<file path="src/hw/awfm_pkg.sv">
// Summary of operation
// [RQ1] Current gain from gain bits two..zero
// [RQ2] Voltage gain from gain bits seven..five
// [RQ3] Software avoids unity current gain, dual inputs
// [RQ4] Converters powered down in battery, sleep
// [RQ5] Modulators sampled at master clock over five
// [RQ6] Decimator averages bit stream into 24-bit words
// [RQ7] Nominal full scale 0x20C49B, magnitude capped
// [RQ8] Current samples signed 24-bit, up to 25.6 kSPS
// [RQ9] Current sample spans scale with gain setting
// [RQ10] Voltage samples signed, smaller span, same rate
// [RQ11] Waveform bytes mapped at 0xE2 through 0xE7
// [RQ12] Billing datapath runs regardless of waveform reads
// [RQ13] Two-bit field selects waveform output rate
// [RQ14] Waveform-ready enable raises pending interrupt
// [RQ15] High-byte read latches samples into registers
// [RQ16] Interrupt held until ready flag cleared
// [RQ17] Fault when mismatch exceeds one sixteenth
// [RQ18] Fault with larger inactive input swaps input
// [RQ19] During fault bill from larger input
// [RQ20] Primary input used after power-up
// [RQ21] Fault reported after about one second
// [RQ22] Fault detection off below 0.3% voltage
// [RQ23] Ready flag is bit five, status high
// [RQ24] Fault-change flag plus enable raises interrupt
// [RQ25] Rate codes 00..11 give 25.6..3.2 kSPS
// [RQ26] Gain codes 000..100 valid, others reserved
package awfm_pkg;
  // Clocking and converter timing
  localparam int CLK_PERIOD_NS   = 8;
  localparam int CLK_KHZ         = 1000000 / CLK_PERIOD_NS;
  localparam int MCLK_KHZ        = 4096;
  localparam int MOD_DIV         = 5;
  localparam int WAVE_DIV        = 160;
  // Rate figure, so rounded down to whole system cycles
  localparam int MOD_TICK_CYCLES = (CLK_KHZ * MOD_DIV) / MCLK_KHZ;
  localparam int MOD_CNT_W       = 8;
  localparam int DECIM_RATIO     = WAVE_DIV / MOD_DIV;
  localparam int SAMPLE_RATE_HZ  = (MCLK_KHZ * 1000) / WAVE_DIV;
  localparam int FAULT_SECONDS   = 1;
  localparam int FAULT_SAMPLES   = SAMPLE_RATE_HZ * FAULT_SECONDS;
  localparam int FAULT_CNT_W     = 16;
  // Data scaling
  localparam int WORD_W          = 24;
  localparam int ACC_W           = 7;
  localparam int SCALE_SHIFT     = 17;
  localparam int VOLT_WAVE_SHIFT = 8;
  localparam int AVG_SHIFT       = 6;
  localparam int MISMATCH_SHIFT  = 4;
  localparam logic [23:0] FS_CODE  = 24'h20C49B;
  localparam logic [23:0] MAX_CODE = 24'h400000;
  localparam logic [23:0] VOLT_MIN = 24'((FS_CODE * 3) / 1000);
  // Register map
  localparam logic [7:0] ADDR_ENL    = 8'hD9;
  localparam logic [7:0] ADDR_ENH    = 8'hDB;
  localparam logic [7:0] ADDR_STL    = 8'hDC;
  localparam logic [7:0] ADDR_STH    = 8'hDE;
  localparam logic [7:0] ADDR_WAV1L  = 8'hE2;
  localparam logic [7:0] ADDR_WAV1M  = 8'hE3;
  localparam logic [7:0] ADDR_FIRST_SAMPLE_HIGH_BYTE  = 8'hE4;
  localparam logic [7:0] ADDR_WAV2L  = 8'hE5;
  localparam logic [7:0] ADDR_WAV2M  = 8'hE6;
  localparam logic [7:0] ADDR_SECOND_SAMPLE_HIGH_BYTE  = 8'hE7;
  localparam logic [7:0] ADDR_GAIN   = 8'hF1;
  localparam logic [7:0] ADDR_WAVCFG = 8'hF2;
  // Field positions and reset values
  localparam int WAVEFORM_READY_BIT      = 5;
  localparam int FAULT_BIT     = 5;
  localparam int CUR_GAIN_LSB  = 0;
  localparam int VOLT_GAIN_LSB = 5;
  localparam int RATE_LSB      = 0;
  localparam logic [7:0] REG_RST   = 8'h00;
  localparam logic [7:0] EN_MASK   = 8'h3F;
  localparam logic [2:0] GAIN_MAX  = 3'h4;
  localparam logic [2:0] GAIN_UNIT = 3'h0;

  // Fault monitor states
  typedef enum logic {AWFM_NORMAL, AWFM_FAULT} awfm_fault_t;

  // Reserved gain codes fall back to unity
  function automatic logic [2:0] awfm_gain_code(input logic [2:0] code);
    awfm_gain_code = (code > GAIN_MAX) ? GAIN_UNIT : code;
  endfunction
endpackage

</file>
<file path="src/hw/awfm_dec_if.sv">
`timescale 1ns/1ps
// Link between the top and one decimator channel
interface awfm_dec_if;
  logic        tick;    // Modulator sample strobe
  logic        clr;     // Hold filter cleared
  logic        bit_in;  // Modulator bit
  logic        valid;   // New word pulse
  logic [23:0] word;    // Signed output word
  modport dec (input tick, clr, bit_in, output valid, word);
  modport ctl (output tick, clr, bit_in, input valid, word);
endinterface

</file>
<file path="src/hw/awfm_decim.sv">
`timescale 1ns/1ps
// Boxcar decimator: averages the one-bit stream over a fixed window
module awfm_decim (
  input wire logic clock,
  input wire logic rst,
  awfm_dec_if.dec  d
);
  logic [awfm_pkg::MOD_CNT_W-1:0] cnt_q;  // Position in window
  logic signed [awfm_pkg::ACC_W-1:0] acc_q;  // Running +/-1 sum
  logic signed [awfm_pkg::ACC_W-1:0] sum;    // Sum including this bit
  logic [23:0] word_q;
  logic        valid_q;

  assign sum = acc_q + (d.bit_in ? 7'sh01 : -7'sh01);

  // Window accumulate; full window of +/-1 scales to the code limit
  always_ff @(posedge clock) begin
    if (rst || d.clr) begin
      cnt_q   <= '0;
      acc_q   <= '0;
      valid_q <= 1'b0;
      word_q  <= '0;
    end else begin
      valid_q <= 1'b0;
      if (d.tick) begin
        if (cnt_q == 8'(awfm_pkg::DECIM_RATIO - 1)) begin
          cnt_q   <= '0;
          acc_q   <= '0;
          word_q  <= {sum, 17'h00000};  // RQ6 RQ7
          valid_q <= 1'b1;
        end else begin
          cnt_q <= cnt_q + 8'h01;
          acc_q <= sum;
        end
      end
    end
  end

  assign d.word  = word_q;
  assign d.valid = valid_q;

  property p_word_limit;
    @(posedge clock) disable iff (rst)
    valid_q |-> (word_q[23] ? (24'h0 - word_q) : word_q) <= awfm_pkg::MAX_CODE;
  endproperty
  a_word_limit: assert property (p_word_limit) else $error("word over limit"); // RQ7

  property p_word_spacing;
    @(posedge clock) disable iff (rst)
    valid_q |=> !valid_q [*8];
  endproperty
  a_word_spacing: assert property (p_word_spacing) else $error("words too close"); // RQ8
endmodule // awfm_decim

</file>
<file path="src/hw/awfm_top.sv">
`timescale 1ns/1ps
// Converter control, waveform registers and current fault monitor
module awfm_top #(
  parameter int FAULT_SAMPLES = awfm_pkg::FAULT_SAMPLES
) (
  input  wire logic        clock,
  input  wire logic        rst,
  input  wire logic [7:0]  sfr_addr,
  input  wire logic        sfr_wr,
  input  wire logic        sfr_rd,
  input  wire logic [7:0]  sfr_wdata,
  output logic      [7:0]  sfr_rdata,
  input  wire logic        mod_cur_a_bit,
  input  wire logic        mod_cur_b_bit,
  input  wire logic        mod_volt_bit,
  input  wire logic        battery_power_state,
  input  wire logic        sleep_power_state,
  output logic             adc_power_down,
  output logic             mod_sample,
  output logic      [2:0]  current_amp_stage,
  output logic      [2:0]  volt_amp_stage,
  output logic             meter_irq,
  output logic             secondary_active,
  output logic             fault_active,
  output logic      [23:0] billing_current,
  output logic             billing_valid
);
  // Software registers
  logic [7:0]  gain_q;        // Amplifier gain select
  logic [7:0]  wavcfg_q;      // Waveform rate config
  logic [7:0]  enl_q;         // Enable low
  logic [7:0]  enh_q;         // Enable high
  logic        stl_fault_q;   // Fault change flag
  logic        sth_waveform_ready_q;    // Waveform ready flag
  logic [7:0]  rdata_q;
  logic        irq_q;
  // Converter side
  logic        pd_q;          // Converters powered down
  logic [7:0]  tick_cnt_q;
  logic        tick_q;
  logic [2:0]  cur_amp_q;
  logic [2:0]  volt_amp_q;
  logic [2:0]  mod_bits;
  logic [23:0] words [3];     // A, B, voltage
  logic        word_valid;
  // Waveform path
  logic [2:0]  rate_cnt_q;
  logic [3:0]  rate_div;
  logic        wave_take;
  logic [23:0] live1_q;       // Latest selected current
  logic [23:0] live2_q;       // Latest voltage
  logic [23:0] wav1_q;        // Latched first sample
  logic [23:0] wav2_q;        // Latched second sample
  // Fault monitor
  awfm_pkg::awfm_fault_t fstate_q;
  logic        active_b_q;
  logic [23:0] avg_a_q;
  logic [23:0] avg_b_q;
  logic [23:0] avg_v_q;
  logic [15:0] fcnt_q;
  logic [23:0] act_avg;
  logic [23:0] inact_avg;
  logic [23:0] diff_avg;
  logic        mismatch;
  logic        inact_larger;
  logic        volt_low;
  logic        swap_need;
  logic        change_need;
  logic [23:0] bill_q;
  logic        bill_valid_q;
  // Bus strobes
  logic        wr_stl;
  logic        wr_sth;
  logic        rd_h1;
  logic        rd_h2;

  // Rectify a signed word
  function automatic logic [23:0] mag(input logic [23:0] x);
    mag = x[23] ? (24'h000000 - x) : x;
  endfunction

  // First-order smoothing of a rectified level
  function automatic logic [23:0] avg_step(input logic [23:0] avg, input logic [23:0] x);
    logic signed [24:0] diff;
    diff     = $signed({1'b0, mag(x)}) - $signed({1'b0, avg});
    avg_step = 24'($signed({1'b0, avg}) + (diff >>> awfm_pkg::AVG_SHIFT));
  endfunction

  assign wr_stl = sfr_wr && (sfr_addr == awfm_pkg::ADDR_STL);
  assign wr_sth = sfr_wr && (sfr_addr == awfm_pkg::ADDR_STH);
  assign rd_h1  = sfr_rd && (sfr_addr == awfm_pkg::ADDR_FIRST_SAMPLE_HIGH_BYTE);
  assign rd_h2  = sfr_rd && (sfr_addr == awfm_pkg::ADDR_SECOND_SAMPLE_HIGH_BYTE);

  // Plain read/write registers; reserved enable bits stay zero
  always_ff @(posedge clock) begin
    if (rst) begin
      gain_q   <= awfm_pkg::REG_RST;
      wavcfg_q <= awfm_pkg::REG_RST;
      enl_q    <= awfm_pkg::REG_RST;
      enh_q    <= awfm_pkg::REG_RST;
    end else if (sfr_wr) begin
      unique case (sfr_addr)
        awfm_pkg::ADDR_GAIN:   gain_q   <= sfr_wdata;
        awfm_pkg::ADDR_WAVCFG: wavcfg_q <= sfr_wdata;
        awfm_pkg::ADDR_ENL:    enl_q    <= sfr_wdata & awfm_pkg::EN_MASK;
        awfm_pkg::ADDR_ENH:    enh_q    <= sfr_wdata & awfm_pkg::EN_MASK;
        default: ;  // Other addresses belong elsewhere
      endcase
    end
  end

  // Gain fields to the analog stages; reserved codes give unity
  always_ff @(posedge clock) begin
    if (rst) begin
      cur_amp_q  <= awfm_pkg::GAIN_UNIT;
      volt_amp_q <= awfm_pkg::GAIN_UNIT;
    end else begin
      cur_amp_q  <= awfm_pkg::awfm_gain_code(gain_q[awfm_pkg::CUR_GAIN_LSB +: 3]);  // RQ1 RQ26
      volt_amp_q <= awfm_pkg::awfm_gain_code(gain_q[awfm_pkg::VOLT_GAIN_LSB +: 3]); // RQ2 RQ26
    end
  end

  // Power states shut the converters; filters are held cleared
  always_ff @(posedge clock) begin
    if (rst) begin
      pd_q <= 1'b0;
    end else begin
      pd_q <= battery_power_state || sleep_power_state;  // RQ4
    end
  end

  // Modulator sample strobe at master clock over five
  always_ff @(posedge clock) begin
    if (rst || pd_q) begin
      tick_cnt_q <= '0;
      tick_q     <= 1'b0;
    end else if (tick_cnt_q == 8'(awfm_pkg::MOD_TICK_CYCLES - 1)) begin
      tick_cnt_q <= '0;
      tick_q     <= 1'b1;  // RQ5
    end else begin
      tick_cnt_q <= tick_cnt_q + 8'h01;
      tick_q     <= 1'b0;
    end
  end

  // Three decimator channels share timing, so one valid serves all
  assign mod_bits = {mod_volt_bit, mod_cur_b_bit, mod_cur_a_bit};
  awfm_dec_if dif [3] ();
  genvar gi;
  generate
    for (gi = 0; gi < 3; gi++) begin : g_ch
      assign dif[gi].tick   = tick_q;
      assign dif[gi].clr    = pd_q;
      assign dif[gi].bit_in = mod_bits[gi];
      assign words[gi]      = dif[gi].word;
      awfm_decim u_dec (
        .clock (clock),
        .rst   (rst),
        .d     (dif[gi].dec)
      );
    end
  endgenerate
  assign word_valid = dif[0].valid;

  // Rate select keeps one word in 1, 2, 4 or 8
  assign rate_div  = 4'h1 << wavcfg_q[awfm_pkg::RATE_LSB +: 2];              // RQ25
  assign wave_take = word_valid && (rate_cnt_q == 3'(rate_div - 4'h1));      // RQ13

  always_ff @(posedge clock) begin
    if (rst) begin
      rate_cnt_q <= '0;
    end else if (wave_take) begin
      rate_cnt_q <= '0;
    end else if (word_valid) begin
      rate_cnt_q <= rate_cnt_q + 3'h1;
    end
  end

  // Live samples: measured current and voltage at reduced span
  always_ff @(posedge clock) begin
    if (rst) begin
      live1_q <= '0;
      live2_q <= '0;
    end else if (wave_take) begin
      live1_q <= active_b_q ? words[1] : words[0];                      // RQ8 RQ9
      live2_q <= 24'($signed(words[2]) >>> awfm_pkg::VOLT_WAVE_SHIFT);  // RQ10
    end
  end

  // Reading a high byte freezes both samples for the byte reads after it
  always_ff @(posedge clock) begin
    if (rst) begin
      wav1_q <= '0;
      wav2_q <= '0;
    end else if (rd_h1 || rd_h2) begin
      wav1_q <= live1_q;  // RQ15
      wav2_q <= live2_q;  // RQ15
    end
  end

  // Status flags: a new event in the clearing cycle wins
  always_ff @(posedge clock) begin
    if (rst) begin
      sth_waveform_ready_q  <= 1'b0;
      stl_fault_q <= 1'b0;
    end else begin
      if (wave_take) begin
        sth_waveform_ready_q <= 1'b1;  // RQ23
      end else if (wr_sth && !sfr_wdata[awfm_pkg::WAVEFORM_READY_BIT]) begin
        sth_waveform_ready_q <= 1'b0;  // RQ16
      end
      if (change_need && fcnt_q == 16'(FAULT_SAMPLES - 1) && word_valid && !volt_low) begin
        stl_fault_q <= 1'b1;
      end else if (wr_stl && !sfr_wdata[awfm_pkg::FAULT_BIT]) begin
        stl_fault_q <= 1'b0;
      end
    end
  end

  // Pending interrupt stays while an enabled flag is set
  always_ff @(posedge clock) begin
    if (rst) begin
      irq_q <= 1'b0;
    end else begin
      irq_q <= (sth_waveform_ready_q && enh_q[awfm_pkg::WAVEFORM_READY_BIT])    // RQ14 RQ16
            || (stl_fault_q && enl_q[awfm_pkg::FAULT_BIT]);  // RQ24
    end
  end

  // Registered read data; unmapped addresses read zero
  always_ff @(posedge clock) begin
    if (rst) begin
      rdata_q <= 8'h00;
    end else if (sfr_rd) begin
      unique case (sfr_addr)
        awfm_pkg::ADDR_GAIN:   rdata_q <= gain_q;
        awfm_pkg::ADDR_WAVCFG: rdata_q <= wavcfg_q;
        awfm_pkg::ADDR_ENL:    rdata_q <= enl_q;
        awfm_pkg::ADDR_ENH:    rdata_q <= enh_q;
        awfm_pkg::ADDR_STL:    rdata_q <= {2'h0, stl_fault_q, 5'h00};
        awfm_pkg::ADDR_STH:    rdata_q <= {2'h0, sth_waveform_ready_q, 5'h00};
        awfm_pkg::ADDR_WAV1L:  rdata_q <= wav1_q[7:0];    // RQ11
        awfm_pkg::ADDR_WAV1M:  rdata_q <= wav1_q[15:8];
        awfm_pkg::ADDR_FIRST_SAMPLE_HIGH_BYTE:  rdata_q <= live1_q[23:16];
        awfm_pkg::ADDR_WAV2L:  rdata_q <= wav2_q[7:0];
        awfm_pkg::ADDR_WAV2M:  rdata_q <= wav2_q[15:8];
        awfm_pkg::ADDR_SECOND_SAMPLE_HIGH_BYTE:  rdata_q <= live2_q[23:16]; // RQ11
        default:               rdata_q <= 8'h00;
      endcase
    end
  end

  // Smoothed input levels; the long hold count does the rest
  always_ff @(posedge clock) begin
    if (rst) begin
      avg_a_q <= '0;
      avg_b_q <= '0;
      avg_v_q <= '0;
    end else if (word_valid) begin
      avg_a_q <= avg_step(avg_a_q, words[0]);
      avg_b_q <= avg_step(avg_b_q, words[1]);
      avg_v_q <= avg_step(avg_v_q, words[2]);
    end
  end

  assign act_avg      = active_b_q ? avg_b_q : avg_a_q;
  assign inact_avg    = active_b_q ? avg_a_q : avg_b_q;
  assign inact_larger = inact_avg > act_avg;
  assign diff_avg     = inact_larger ? (inact_avg - act_avg) : (act_avg - inact_avg);
  assign mismatch     = diff_avg > (act_avg >> awfm_pkg::MISMATCH_SHIFT);  // RQ17
  assign volt_low     = avg_v_q < awfm_pkg::VOLT_MIN;                      // RQ22
  assign swap_need    = mismatch && inact_larger;                           // RQ18
  assign change_need  = swap_need
                     || (mismatch != (fstate_q == awfm_pkg::AWFM_FAULT));

  // Condition must hold for about a second of samples before acting;
  // a low voltage level stops the monitor so noise cannot trip it
  always_ff @(posedge clock) begin
    if (rst) begin
      fcnt_q     <= '0;
      fstate_q   <= awfm_pkg::AWFM_NORMAL;
      active_b_q <= 1'b0;  // RQ20
    end else if (word_valid) begin
      if (volt_low || !change_need) begin
        fcnt_q <= '0;  // RQ22
      end else if (fcnt_q == 16'(FAULT_SAMPLES - 1)) begin
        fcnt_q   <= '0;  // RQ21
        fstate_q <= mismatch ? awfm_pkg::AWFM_FAULT : awfm_pkg::AWFM_NORMAL;
        if (swap_need) begin
          active_b_q <= !active_b_q;  // RQ18 RQ19
        end
      end else begin
        fcnt_q <= fcnt_q + 16'h0001;
      end
    end
  end

  // Billing current keeps flowing whatever the waveform reads do
  always_ff @(posedge clock) begin
    if (rst) begin
      bill_q       <= '0;
      bill_valid_q <= 1'b0;
    end else begin
      bill_valid_q <= word_valid;  // RQ12
      if (word_valid) begin
        bill_q <= active_b_q ? words[1] : words[0];  // RQ19
      end
    end
  end

  assign sfr_rdata         = rdata_q;
  assign adc_power_down    = pd_q;
  assign mod_sample        = tick_q;
  assign current_amp_stage = cur_amp_q;
  assign volt_amp_stage    = volt_amp_q;
  assign meter_irq         = irq_q;
  assign secondary_active  = active_b_q;
  assign fault_active      = (fstate_q == awfm_pkg::AWFM_FAULT);
  assign billing_current   = bill_q;
  assign billing_valid     = bill_valid_q;

  property p_cur_gain;
    @(posedge clock) disable iff (rst)
    (gain_q[2:0] == 3'h3) ##1 $stable(gain_q) |-> cur_amp_q == 3'h3;
  endproperty
  a_cur_gain: assert property (p_cur_gain) else $error("current gain not applied"); // RQ1

  property p_volt_gain;
    @(posedge clock) disable iff (rst)
    (gain_q[7:5] > 3'h4) ##1 $stable(gain_q) |-> volt_amp_q == 3'h0;
  endproperty
  a_volt_gain: assert property (p_volt_gain) else $error("reserved gain not unity"); // RQ2

  property p_power_down;
    @(posedge clock) disable iff (rst)
    (battery_power_state || sleep_power_state) |=> pd_q ##1 !word_valid;
  endproperty
  a_power_down: assert property (p_power_down) else $error("converter not down"); // RQ4

  property p_waveform_ready_set;
    @(posedge clock) disable iff (rst)
    wave_take |=> sth_waveform_ready_q ##1 (irq_q || !$past(enh_q[awfm_pkg::WAVEFORM_READY_BIT]));
  endproperty
  a_waveform_ready_set: assert property (p_waveform_ready_set) else $error("ready flag or irq missing"); // RQ23

  property p_irq_hold;
    @(posedge clock) disable iff (rst)
    (sth_waveform_ready_q && enh_q[5]) [*2] |-> irq_q;
  endproperty
  a_irq_hold: assert property (p_irq_hold) else $error("irq dropped early"); // RQ16

  property p_fault_irq;
    @(posedge clock) disable iff (rst)
    (stl_fault_q && enl_q[5]) |=> irq_q;
  endproperty
  a_fault_irq: assert property (p_fault_irq) else $error("fault irq missing"); // RQ24

  property p_latch;
    @(posedge clock) disable iff (rst)
    rd_h1 |=> (wav1_q == $past(live1_q)) && (wav2_q == $past(live2_q));
  endproperty
  a_latch: assert property (p_latch) else $error("samples not latched"); // RQ15

  property p_primary_first;
    @(posedge clock) disable iff (rst)
    $past(rst) |-> !active_b_q && fstate_q == awfm_pkg::AWFM_NORMAL;
  endproperty
  a_primary_first: assert property (p_primary_first) else $error("not primary at start"); // RQ20

  property p_low_volt;
    @(posedge clock) disable iff (rst)
    (word_valid && volt_low) |=> fcnt_q == 16'h0000 && $stable(active_b_q);
  endproperty
  a_low_volt: assert property (p_low_volt) else $error("fault monitor ran at low voltage"); // RQ22
endmodule // awfm_top

</file>
<file path="config.mk">
export PLATFORM = sky130hd
export DESIGN_NAME = awfm_top
export DESIGN_NICKNAME = d
export VERILOG_FILES = /design/src/hw/awfm_pkg.sv /design/src/hw/awfm_dec_if.sv /design/src/hw/awfm_decim.sv /design/src/hw/awfm_top.sv
export SDC_FILE = /design/constraint.sdc
export NUM_CORES = 1
export LEC_CHECK = 0
export ABC_CLOCK_PERIOD_IN_PS = 8029
export BUFFER_PORTS_ARGS = -buffer_cell sky130_fd_sc_hd__buf_2
export CORE_ASPECT_RATIO = 1.25
export CORE_MARGIN = 5
export CORE_UTILIZATION = 30
export CTS_CLUSTER_SIZE = 16
export DETAILED_ROUTE_END_ITERATION = 8
export GPL_ROUTABILITY_DRIVEN = 0
export PLACE_DENSITY = 0.51
export SKIP_LAST_GASP = 1
export SYNTH_ARGS = -nofsm -noshare
export SYNTH_HDL_FRONTEND = slang
export SYNTH_SLANG_ARGS = --single-unit
</file>
<file path="constraint.sdc">
create_clock -name clock -period 8.03 [get_ports clock]
set_input_delay 0 -clock clock [delete_from_list [all_inputs] [get_ports clock]]
set_output_delay 0 -clock clock [all_outputs]
set_load 0.01 [all_outputs]
</file>
# ---- Yosys cells after proc, flatten, opt, wreduce, memory -nomap -nowiden
# Cells that the tools add are included.
# Widths: inputs -> output; s select.
dict set report classes {
  n_shift 1
  eq_ne 18
  addsub 21
  mux 26
  n_reduce_logical 39
  n_lt_le_gt_ge 5
  n_bitwise 2
}
# op count
set ops {}
lappend ops {{$mux 24} 7}
lappend ops {{$eq 8x8->1 const B} 12}
lappend ops {{$pmux 8 s11} 1}
lappend ops {{$sub 24x24->25} 3}
lappend ops {{$add 24x19->24} 3}
lappend ops {{$sub 1x24->24 const A} 3}
lappend ops {{$sub 24x24->24} 2}
lappend ops {{$mux 7} 6}
lappend ops {{$add 8x1->8 const B} 4}
lappend ops {{$mux 16} 2}
lappend ops {{$eq 8x5->1 const B} 3}
lappend ops {{$gt 24x20->1} 1}
lappend ops {{$gt 24x24->1} 1}
lappend ops {{$lt 24x13->1 const B} 1}
lappend ops {{$mux 8} 3}
lappend ops {{$add 7x7->7} 3}
lappend ops {{$add 16x1->16 const B} 1}
lappend ops {{$eq 16x15->1 const B} 1}
lappend ops {{$reduce_and 2->1} 7}
lappend ops {{$logic_and 1x1->1} 13}
lappend ops {{$reduce_or 2->1} 5}
lappend ops {{$mux 1} 7}
lappend ops {{$gt 3x3->1 const B} 2}
lappend ops {{$logic_or 1x1->1} 6}
lappend ops {{other kinds (10)} 15}
dict set report word_totals {
  reg_bits 294
  elab_cells 148
  in_bits 25
  output_inout_bits 44
}

# ---- Depth between registers and ports, before layout
# Gate-level depths: netlist (run 1).
dict set report depth {
  depth_word 10
  mapped_depth 31
}

# ---- Cells and area by module
# From an unflattened synthesis (run 1), not the netlist that was laid out.
dict set report hier_totals {
  cells_unflattened 3072
  hier_area_um2 24370.9
}
# module n_inst seq_area_each_um2 area_per_inst_um2 cells_per_inst
set modules_own_cells {}
lappend modules_own_cells {awfm_top 1 4904.7 20392.1 2637}
lappend modules_own_cells {awfm_decim 3 460.4 1326.3 145}

# ---- Worst setup path before layout (run 1)
# Ideal clock, no wire load.
dict set report synth_path {
  path_type {register -> register}
  start {reg active_b_q (netlist: secondary_active)}
  end {reg fcnt_q[14]}
  path_stages_with_launch 30
  path_slack_ps 2038
  path_buffers 3
  synth_period_minus_slack_ps 5992
  t_arrival_ps 5870
  cell_sequence {dfxtp_1 buf_4 or3b_2 nand2b_1 inv_1 ha_1 a221oi_1 nor2b_1 o211ai_1 a21oi_2 or4_4 nand2_1 buf_2 a41oi_1 a221oi_1 o221ai_1 xnor2_1 ha_1 nand4_1 or2_2 nor3_1 mux2i_1 o31ai_1 o211ai_1 a21oi_1 nand4_1 o31ai_4 buf_6 nor4_1 a221o_1}
}
dict set report synth_between {
  elab_chain_len 9
  word_cells_on_any_way 13
  classes_between {add/sub: 2; order compare: 2; eq/ne: 1; mux: 4; reduce/logical: 4}
}
# item line
set synth_lines {}
lappend synth_lines {{start, declared} awfm_top.sv:56} ;# logic active_b_q;
lappend synth_lines {{start signal, assigned} awfm_top.sv:290} ;# active_b_q <= !active_b_q;
lappend synth_lines {{$mux 24 (on tied branches)} {awfm_top.sv:266, awfm_top.sv:267}}
lappend synth_lines {{$sub 24x24->24 / $gt 24x24->1 (equally long branches)} {awfm_top.sv:269, awfm_top.sv:268}}
lappend synth_lines {{$mux 24} awfm_top.sv:269} ;# assign diff_avg = inact_larger ? (inact_avg - act_avg) : (act_avg - inact_avg);
lappend synth_lines {{$gt 24x20->1} awfm_top.sv:270} ;# assign mismatch = diff_avg > (act_avg >> awfm_pkg::MISMATCH_SHIFT);
lappend synth_lines {{$ne 1x1->1 / $logic_and 1x1->1 (equally long branches)} {awfm_top.sv:274, awfm_top.sv:272}}
lappend synth_lines {{$logic_or 1x1->1 (*)} awfm_top.sv:274} ;# || (mismatch != (fstate_q == awfm_pkg::AWFM_FAULT));
lappend synth_lines {{$logic_not 1->1 (*)} awfm_top.sv:284} ;# if (volt_low || !change_need) begin
lappend synth_lines {{$logic_or 1x1->1 (*)} awfm_top.sv:284}
lappend synth_lines {{$mux 16 (*)} awfm_top.sv:284}
lappend synth_lines {{end signal, assigned} awfm_top.sv:293} ;# fcnt_q <= fcnt_q + 16'h0001;
lappend synth_lines {{end, declared} awfm_top.sv:60} ;# logic [15:0] fcnt_q;
# Mark *: on every way between the ends. The rest lies on a longest branch, timed or not.
# A chain may end at the register's enable or synchronous reset.

# ---- Worst setup path in the final report (run 1)
dict set report layout_path {
  start {reg avg_a_q[0]}
  end {reg fcnt_q[14]}
}
dict set report layout_between {
  elab_chain_len 9
  word_cells_on_any_way 13
  classes_between {add/sub: 2; order compare: 2; eq/ne: 1; mux: 4; reduce/logical: 4}
}
# item line
set layout_lines {}
lappend layout_lines {{start, declared} awfm_top.sv:57} ;# logic [23:0] avg_a_q;
lappend layout_lines {{start signal, assigned} awfm_top.sv:260} ;# avg_a_q <= avg_step(avg_a_q, words[0]);
lappend layout_lines {{$mux 24 (on tied branches)} {awfm_top.sv:266, awfm_top.sv:267}}
lappend layout_lines {{$sub 24x24->24 / $gt 24x24->1 (equally long branches)} {awfm_top.sv:269, awfm_top.sv:268}}
lappend layout_lines {{$mux 24} awfm_top.sv:269}
lappend layout_lines {{$gt 24x20->1} awfm_top.sv:270}
lappend layout_lines {{$ne 1x1->1 / $logic_and 1x1->1 (equally long branches)} {awfm_top.sv:274, awfm_top.sv:272}}
lappend layout_lines {{$logic_or 1x1->1 (*)} awfm_top.sv:274}
lappend layout_lines {{$logic_not 1->1 (*)} awfm_top.sv:284}
lappend layout_lines {{$logic_or 1x1->1 (*)} awfm_top.sv:284}
lappend layout_lines {{$mux 16 (*)} awfm_top.sv:284}
# Marked as above.

==> results of run 1 <==
==> layer usage <==
layer / up-vias / GRT usage, %
met5: - / 0
met4: 0 / 5.94
met3: 132 / 1.76
met2: 392 / 28.4
met1: 8457 / 19.1
li1: 8838 / -
==> cells by family (layout without fill, tap and decap cells) <==
| kind of cell | after synthesis | in the layout |
|---|---|---|
| compound gates | 585 | 585 |
| xor+xnor | 209 | 209 |
| fa+ha+maj | 144 | 144 |
| buf+inv | 234 | 231 |
| flops | 244 | 244 |
| mux | 143 | 143 |
| other cells | 1 | 17 |
| simple gates | 886 | 886 |
==> final cells by class <==
type	count	share of cell area, %
clock buffers	40	3.92
well taps	856	4.95
clock inverters	13	0.624
inverters	87	1.51
flip-flops and latches	244	22.6
multi-input cells	1984	63.6
repair buffers	91	2.83
==> state kept, by name, indices dropped and copies added (netlist names), 3 cells and up <==
name	cells
avg_a_q	24
avg_b_q	24
avg_v_q	24
g_ch.u_dec.cnt_q	24
g_ch.u_dec.acc_q	21
g_ch.u_dec.d.word	21
fcnt_q	16
gain_q	8
sfr_rdata	8
tick_cnt_q	8
wavcfg_q	8
billing_current	7
live1_q	7
live2_q	7
wav2_q	7
enh_q	6
enl_q	6
current_amp_stage	3
rate_cnt_q	3
volt_amp_stage	3
==> Yosys cell counts, types with 63 or more instances <==
library cell,number,area share [%]
nand3_1,92,2.3
nand2_1,124,2.4
o21ai_0,73,1.9
xnor2_1,136,6.1
dfxtp_1,244,25
ha_1,136,8.7
nand2b_1,63,2.0
mux2i_1,127,6.5
nor2_1,313,6.0
clkbuf_1,70,1.3
inv_1,84,1.6
a21oi_1,134,3.4
xor2_1,72,3.2
==> metrics by stage <==
step | power [mW] | std cells | setup WS, ps | util (%)
2_1_floorplan | 1.31 | 2462 | 2040 | -
3_3_place_gp | 1.33 | 3240 | 852 | 31.3
3_5_place_dp | 1.34 | 3240 | 655 | 31.3
4_1_cts | 2.72 | 3315 | 632 | 33.2
5_1_grt | 2.78 | 3315 | 71.5 | 33.2
6_report | 2.67 | 3315 | 627 | 33.2
==> critical path, cell delays in order, from the launching register on <==
cell and delay [ps]:
dfxtp_1 520, or3b_2 490, nand2b_1 120, inv_1 60, ha_1 170, a221oi_1 440
nor2b_1 120, o211ai_1 260, a21oi_2 140, or4_4 540, nand2_1 410, a41oi_1 260
a221oi_1 450, o221ai_1 200, xnor2_1 160, ha_1 320, nand4_1 100, or2_2 330
nor3_1 190, mux2i_1 90, o31ai_1 120, o211ai_1 160, a21oi_1 170, nand4_1 210
o31ai_4 700, nor3_2 210, a221o_1 330
==> repair_timing <==
action	4_1_cts	5_1_grt
gates resized for setup	0	0
hold buffers	22	0
endpoints found under the hold margin	77	0
endpoints found under the setup margin	0	0
==> worst min path at each step <==
stage,endpoint,depth (start not counted),start,slack (ps)
floorplan,adc_power_down$_SDFF_PP0_,2,battery_power_state,120
detailed placement,adc_power_down$_SDFF_PP0_,3,battery_power_state,210
CTS,stl_fault_q$_SDFFE_PP0P_,5,sfr_addr[5],60
global route,stl_fault_q$_SDFFE_PP0P_,5,sfr_addr[5],130
finish,stl_fault_q$_SDFFE_PP0P_,5,sfr_addr[5],80
global placement,adc_power_down$_SDFF_PP0_,3,battery_power_state,210
==> power by group through the flow <==
| stage | Clock [mW] | Combinational (mW) | Sequential (mW) |
|---|---|---|---|
| after floorplan | 0 | 0.0671 | 1.24 |
| after global placement | 0 | 0.0918 | 1.24 |
| after detailed placement | 0 | 0.0940 | 1.24 |
| after CTS | 1.41 | 0.102 | 1.22 |
| after global routing | 1.45 | 0.113 | 1.22 |
| final | 1.35 | 0.102 | 1.22 |
==> flow_summary_export.csv, run 1 <==
group,metric,value,unit
status,outcome,"finished clean",
synth,syn-cell-area,0.0197,sq mm
cells_and_area,multiInputGateArea,0.0138,sq mm
sta,setup_viol,0,
synth,async_flop_share,0,%
sta,finalCritPeriodShare,92.2,%
global_route,overflow,0,
setup_path,crit_type,"reg -> reg",
cells_and_area,seqCellArea,0.00489,sq mm
synth,synthSimpleGateAreaFrac,22.9,%
synth,synth_edf_count,0,
sta,fin_worst_skew,20.1,ps
setup_path,r2r_cells,26,
route,top_layer_used,"met4",
setup_path,setup.worst_path.start,"avg_a_q[0]$_SDFFE_PP0P_",
floorplanning,die_x,239,um
clock_network,cts_sinks,244,
synth,yosys_warnings,0,
sta,post-route-min-period,7400,ps
sta,fmax,135,MHz
floorplanning,core,0.0653,sq mm
sta,slew_headroom,27.6,%
power_and_ir_drop,combPwrFrac,3.8,%
setup_path,cp.required,8500,ps
floorplanning,die_h,296,um
global_route,grt_usage,15.7,%
setup_path,worstPathMaxFanout,17,
clock_network,clk_pin_slew,60,ps
route,wl_per_cell,17.5,um
floorplanning,die-area,0.0708,sq mm
synth,seq_area_frac_synth,24.9,%
global_route,grt_max_degree,67,
route,viasPerCell,5.38,
power_and_ir_drop,seq_power_share,45.6,%
sta,whs,84.3,ps
synth,synth_compound_area_share,20.8,%
setup_path,crit_path_end_kind,"register",
synth,synth_cell_types,106,
cells_and_area,post-route-cell-area,0.0217,sq mm
clock_network,root_buffer,"clkbuf_16",
placed_design,dp_hpwl,44.3,mm
setup_path,endpoint,"fcnt_q[14]$_SDFFE_PP0P_",
clock_network,cts_setup_buffers,0,
setup_path,startpoint_type,"register",
synth,synth_top_family_by_area,"simple AND/OR/NAND/NOR gates",
min_path,hold_path_class,"in -> reg",
synth,synth_adder_area_share,9.37,%
power_and_ir_drop,p_leak,8.88,nW
cells_and_area,synthToLayoutAreaGrowth,10.2,%
cells_and_area,mostFrequentLayoutCells,"nor2_1 (313), dfxtp_1 (242), xnor2_1 (136), ha_1 (136), a21oi_1 (134)",
synth,dominantRegCellSynth,"dfxtp_1",
run,maxCapViolCount,0,
power_and_ir_drop,p_switching,0.643,mW
power_and_ir_drop,swShare,24.1,%
sta,rsz0062_at_grt,"no",
cells_and_area,final_net_count,2604,
power_and_ir_drop,irDropWorstVdd,0.000161,V
setup_path,timing.critical_path.arrival,7870,ps
global_route,grt_pass1_wl,92.9,mm
power_and_ir_drop,pwr-share-clk,50.6,%
setup_path,r2r_start,"avg_a_q[0]$_SDFFE_PP0P_",
floorplanning,initial_core_util,30.1,%
setup_path,ff2ff_setup_slack,630,ps
sta,finalSetupTns,0,ps
cells_and_area,mostFrequentLayoutCell,"nor2_1",
route,wirelength,58.1,mm
route,ant_nets,0,
route,first_pass_iters,7,
synth,synth-xor-area-share,9.35,%
clock_network,cts_buffer_depth,3,
cells_and_area,n_fill_cell,6848,
sta,worst_pin_slew,1090,ps
sta,finalHoldViolCount,0,
global_route,antenna_found_initial,0,
placed_design,io_buffers,51,
floorplanning,rows,105,
clock_network,h-tree-depth,1,
route,first_iter_violations,1093,
cells_and_area,drive_gt1_share,7.89,%
synth,synth_seq_cells,244,
setup_path,r2r-end,"fcnt_q[14]$_SDFFE_PP0P_",
floorplanning,ios,69,
route,dr_wl_met3,2.03,mm
clock_network,cts_tree,"done",
route,drcViolationCount,0,
cells_and_area,insertedDiodeCount,0,
route,wirelength_met1,25.0,mm
route,via_count,17819,
clock_network,cts_buffers,29,
placed_design,placed_area,0.0205,sq mm
sta,drv_slew,0,
power_and_ir_drop,internal-power,2.03,mW
route,wl_met2,28.7,mm
global_route,grt_pass1_vias,17318,
clock_network,clk_latency,590,ps
synth,avgSynthCellArea,8.04,sq um
power_and_ir_drop,power.density,123,mW/mm^2
synth,synthMuxAreaShare,7.40,%
synth,postSynthCellCount,2446,
Note: power is estimated with default switching activity, not from simulation.
==> run 2: changes to the inputs <==
ABC_AREA = 1   (was not set)
CORE_MARGIN = 4   (was 5)
SKIP_LAST_GASP = not set   (was 1)
==> flow_summary_export.csv, run 2 <==
group,metric,value,unit
status,outcome,"finished clean",
synth,dominantRegCellSynth,"dfxtp_1",
route,drcViolationCount,0,
cells_and_area,seqCellArea,0.00489,sq mm
setup_path,cp_slowest_cell,"buf_4",
clock_network,cts_tree,"done",
global_route,antenna_found_initial,0,
power_and_ir_drop,irDropWorstVdd,0.000165,V
route,first_pass_iters,5,
sta,drv_slew,0,
sta,fin_ws,2330,ps
floorplanning,ios,69,
setup_path,ff2ff_setup_slack,2330,ps
synth,postSynthCellCount,3096,
floorplanning,die_x,236,um
setup_path,slowest_delay,760,ps
synth,synth.top_cell.area_share,25.1,%
setup_path,cp.required,8530,ps
setup_path,critPathTopFamily,"simple AND/OR/NAND/NOR gates",
clock_network,cts_buffer_depth,3,
clock_network,h-tree-depth,1,
setup_path,crit_type,"reg -> reg",
sta,slew_headroom,26.2,%
synth,yosys_warnings,0,
global_route,grt_usage,16.7,%
sta,fmax,176,MHz
floorplanning,rows,104,
floorplanning,die_h,293,um
global_route,grt_pass1_vias,18314,
placed_design,placed_area,0.0204,sq mm
floorplanning,die-area,0.0691,sq mm
cells_and_area,post-route-cell-area,0.0218,sq mm
route,wirelength,59.8,mm
cells_and_area,mostFrequentLayoutCell,"nand2_1",
floorplanning,core,0.0644,sq mm
clock_network,clk_pin_slew,70,ps
route,via_count,19193,
synth,synth_most_common_cell,"nand2_1",
clock_network,cts_resized,0,
power_and_ir_drop,power.density,129,mW/mm^2
synth,seq_area_frac_synth,25.1,%
power_and_ir_drop,p_leak,10.7,nW
cells_and_area,synthToLayoutAreaGrowth,11.7,%
setup_path,r2r_start,"secondary_active$_SDFFE_PP0P_",
synth,synthTopCellsByCount,"nand2_1 (717), inv_1 (487), a21oi_1 (312)",
synth,synth_seq_cells,244,
global_route,grt_pass1_wl,95.8,mm
synth,ys_top_cells_by_area,"dfxtp_1 (25%), nand2_1 (14%), inv_1 (9.4%)",
route,first_iter_violations,1053,
sta,post-route-min-period,5700,ps
route,ant_nets,0,
synth,syn-cell-area,0.0195,sq mm
clock_network,cts_sinks,244,
cells_and_area,finalCoreUtilization,33.8,%
cells_and_area,layoutNonFillerInstCount,4003,
route,viasPerCell,4.79,
synth,synth_edf_count,0,
min_path,hold_path_class,"in -> reg",
setup_path,r2r_cells,30,
synth,synth_cell_types,53,
placed_design,placed_cells,3926,
setup_path,cp_common_cell,"nand2_1",
placed_design,dpl_worst_slack,2450,ps
sta,rsz0062_at_grt,"no",
setup_path,r2r-end,"fcnt_q[11]$_SDFFE_PP0P_",
setup_path,crit_path_end_kind,"register",
sta,setup_viol,0,
min_path,hp-start,"sfr_addr[7]",
setup_path,crit_buf_inv,5,
min_path,min_delay_path_depth,8,
sta,finalSetupTns,0,ps
sta,finalCritPeriodShare,70.9,%
cells_and_area,mostFrequentLayoutCells,"nand2_1 (717), inv_1 (486), a21oi_1 (312)",
sta,finalHoldViolCount,0,
global_route,grt_max_degree,102,
sta,fin_worst_skew,21.5,ps
placed_design,dp_hpwl,46.9,mm
synth,yosysTopAreaCell,"dfxtp_1",
cells_and_area,final_net_count,3301,
global_route,overflow,0,
cells_and_area,insertedDiodeCount,0,
sta,worst_pin_slew,1110,ps
run,maxCapViolCount,0,
clock_network,root_buffer,"clkbuf_16",
placed_design,io_buffers,51,
clock_network,cts_buffers,30,
setup_path,startpoint_type,"register",
cells_and_area,drive_gt1_share,5.04,%
setup_path,worstPathMaxFanout,101,
cells_and_area,multiInputGateArea,0.0123,sq mm
min_path,hold_end,"sth_waveform_ready_q$_SDFFE_PP0P_",
setup_path,timing.critical_path.arrival,6200,ps
synth,async_flop_share,0,%
clock_network,clk_latency,580,ps
floorplanning,initial_core_util,30.3,%
synth,avgSynthCellArea,6.29,sq um
route,wl_per_cell,14.9,um
cells_and_area,n_fill_cell,7145,
[run 2: worst max-delay path by stage]
| stage | startpoint | endpoint | cells past startpoint |
|---|---|---|---|
| final | secondary_active$_SDFFE_PP0P_ | fcnt_q[11]$_SDFFE_PP0P_ | 30 |
| after global routing | secondary_active$_SDFFE_PP0P_ | fcnt_q[14]$_SDFFE_PP0P_ | 28 |
| after CTS | secondary_active$_SDFFE_PP0P_ | fcnt_q[11]$_SDFFE_PP0P_ | 30 |
| after detailed placement | secondary_active$_SDFFE_PP0P_ | fcnt_q[15]$_SDFFE_PP0P_ | 30 |
| after global placement | secondary_active$_SDFFE_PP0P_ | fcnt_q[2]$_SDFFE_PP0P_ | 32 |
| after floorplan | secondary_active$_SDFFE_PP0P_ | fcnt_q[11]$_SDFFE_PP0P_ | 36 |
[run 2: worst reg2reg max path: cells and delay by family, from the launching register on]
kind / cells / cell delay, ps
flops: 1 / 530
xor+xnor: 1 / 210
compound gates: 7 / 1400
fa+ha+maj: 1 / 270
buf+inv: 5 / 1450
simple gates: 16 / 1780
[run 2: where the power goes]
group	switching [mW]	leakage, nW	internal (mW)	total, mW
clock network	0.566	0.543	0.947	1.51
registers	0.00112	1.97	1.21	1.21
logic	0.0547	8.23	0.0242	0.0790
[run 2: cells by family after synthesis]
family / synth area share (%)
adders and majority gates: 9.35
DFF: 25.1
and+or+nand+nor: 26.7
buffers and inverters: 12.4
AOI/OAI and AO/OA: 19.8
other: 0.0192
xor gates and xnor gates: 6.74
[run 2: final cells by class]
class,instances,area share [%]
Sequential cell,244,22.5
Multi-Input combinational cell,2276,56.3
Inverter,495,8.55
Tap cell,848,4.88
Clock buffer,39,3.98
Timing Repair Buffer,87,2.70
Clock inverter,14,1.09
[run 2: per-stage QoR]
| step | power (mW) | hold slack [ps] |
|---|---|---|
| global placement | 1.31 | 209 |
| global route | 2.90 | 92.2 |
| finish | 2.80 | 45.9 |
| detailed placement | 1.31 | 215 |
| CTS | 2.85 | 12.8 |
| floorplan | 1.29 | 116 |
[run 2: per-layer routing]
| layer | share of wire, % | vias up | track usage [%] |
|---|---|---|---|
| met1 | 43 | 8566 | 20.3 |
| met2 | 49 | 380 | 30.2 |
| met5 | 0 | - | 0 |
| li1 | - | 10117 | - |
| met3 | 3.1 | 130 | 1.44 |
| met4 | 4.4 | 0 | 6.88 |
[run 2: what timing repair did]
action | 4_1_cts | 5_1_grt
setup endpoints to repair | 0 | 0
buffers inserted | 0 | 0
endpoints found under the hold margin | 59 | 0
hold buffers | 24 | 0
==> run 3: changes to the inputs <==
ABC_CLOCK_PERIOD_IN_PS = 5350   (was 8029)
clock period = 5.35 ns   (was 8.03 ns; I/O delays follow)
==> flow_summary_export.csv, run 3 (same netlist as run 2, synthesis figures left out) <==
group,metric,value,unit
clock_network,clk_latency,580,ps
sta,fmax,207,MHz
setup_path,startpoint_type,"register",
setup_path,cp_common_cell,"nand2_1",
cells_and_area,synthToLayoutAreaGrowth,12.3,%
global_route,grt_util_met3,1.51,%
cells_and_area,layoutNonFillerInstCount,4026,
sta,fin_worst_skew,29.6,ps
route,viasPerCell,4.76,
route,via_count,19183,
sta,whs,63.1,ps
power_and_ir_drop,p_leak,10.8,nW
global_route,grt_pass1_wl,95.9,mm
global_route,grt_max_degree,83,
clock_network,cts_buffer_depth,3,
power_and_ir_drop,irDropWorstVdd,0.000238,V
route,wirelength,60.2,mm
sta,slew_headroom,19.6,%
setup_path,crit_type,"reg -> reg",
route,wl_per_cell,15.0,um
cells_and_area,drive_gt1_share,5.66,%
run,maxCapViolCount,0,
global_route,met1_usage,20.6,%
sta,finalCritPeriodShare,90.1,%
cells_and_area,mostFrequentLayoutCell,"nand2_1",
global_route,grt_use_met2,30.2,%
clock_network,root_buffer,"clkbuf_16",
placed_design,io_buffers,51,
floorplanning,core,0.0644,sq mm
cells_and_area,mostFrequentLayoutCells,"nand2_1 (717), inv_1 (486), a21oi_1 (312)",
sta,drv_slew,0,
status,outcome,"finished clean",
placed_design,placed_cells,3944,
sta,rsz0062_at_grt,"no",
floorplanning,die-area,0.0691,sq mm
setup_path,cp_slowest_cell,"dfxtp_4",
global_route,busiest_layer,"met2",
min_path,hold_path_class,"in -> reg",
route,drcViolationCount,0,
global_route,grt_pass1_vias,18150,
sta,worst_pin_slew,1210,ps
sta,setup_viol,0,
clock_network,cts_tree,"done",
floorplanning,die_h,293,um
cells_and_area,insertedDiodeCount,0,
sta,finalSetupTns,0,ps
floorplanning,initial_core_util,30.3,%
setup_path,crit_path_end_kind,"register",
route,ant_nets,0,
cells_and_area,final_net_count,3322,
power_and_ir_drop,power.density,184,mW/mm^2
clock_network,h-tree-depth,1,
global_route,antenna_found_initial,1,
clock_network,cts_sinks,244,
route,first_iter_violations,1231,
setup_path,slowest_delay,480,ps
global_route,grt_usage,16.7,%
floorplanning,rows,104,
setup_path,timing.critical_path.arrival,5280,ps
setup_path,worstPathMaxFanout,18,
setup_path,cp.required,5800,ps
clock_network,cts_buffers,30,
floorplanning,die_x,236,um
sta,post-route-min-period,4820,ps
placed_design,dp_hpwl,47.2,mm
route,first_pass_iters,5,
floorplanning,ios,69,
sta,finalHoldViolCount,0,
clock_network,clk_pin_slew,60,ps
global_route,overflow,0,
==> run 3: cell types whose count changed in the layout (fill, tap and decap cells not counted), moves of 2 or more <==
cell / delta
buf_4: +16
bufinv_16: -3
clkbuf_1: +2
clkinv_2: +5
clkinvlp_4: +2
==> run 3: area by class of cell <==
cell class	count	area (sq um)
clock inverters	16	174
inverters	495	1860
fillers	7217	42500
repair buffers	108	796
multi-input cells	2276	12300
well taps	848	1060
clock buffers	39	835
flip-flops and latches	244	4890
==> run 3: critical path: cells and delay by family (launching register included) <==
kind / cells / cell delay, ps
XOR/XNOR: 1 / 170
AND/OR/NAND/NOR: 20 / 2030
buffers and inverters: 3 / 370
flip-flops: 1 / 480
AO/OA/AOI/OAI: 6 / 1150
adder cells (fa/ha/maj): 2 / 490
==> run 3: final timing paths <==
path / start / to / slack, ps / depth (start not counted)
worst max-delay path: secondary_active$_SDFFE_PP0P_ / fault_active$_SDFFE_PP0P_ / 530 / 32
worst min-delay path: sfr_addr[7] / sth_waveform_ready_q$_SDFFE_PP0P_ / 60 / 8
worst max register to register: secondary_active$_SDFFE_PP0P_ / fault_active$_SDFFE_PP0P_ / 530 / 32
worst min register to register: live2_q[13]$_SDFFE_PP0P_ / live2_q[13]$_SDFFE_PP0P_ / 440 / 2
==> run 3: stage by stage <==
stage,worst slack [ps],cell area [sq um],utilization [%],power [mW]
CTS,518,21800,33.9,4.10
global placement,586,20600,31.9,1.97
global route,1.02,21900,34.0,4.18
finish,528,21900,34.0,4.02
detailed placement,532,20600,31.9,1.97
floorplan,942,19500,-,1.94
==> run 3: timing repair <==
item	in CTS	in global routing
hold buffers	25	0
gates resized for setup	0	5
hold endpoints to repair	69	0
endpoints found under the setup margin	0	18
setup buffers	0	1
==> run 3: routing by layer <==
layer | wire, um | part of all wire, %
met1 | 26500 | 44
met2 | 29600 | 49
met3 | 1840 | 3.1
met4 | 2340 | 3.9
met5 | 0 | 0
==> run 3: power breakdown <==
part	total, mW	internal, mW	switching [mW]
Combinational	0.119	0.0367	0.0827
Sequential	1.82	1.82	0.00164
Clock	2.08	1.24	0.841
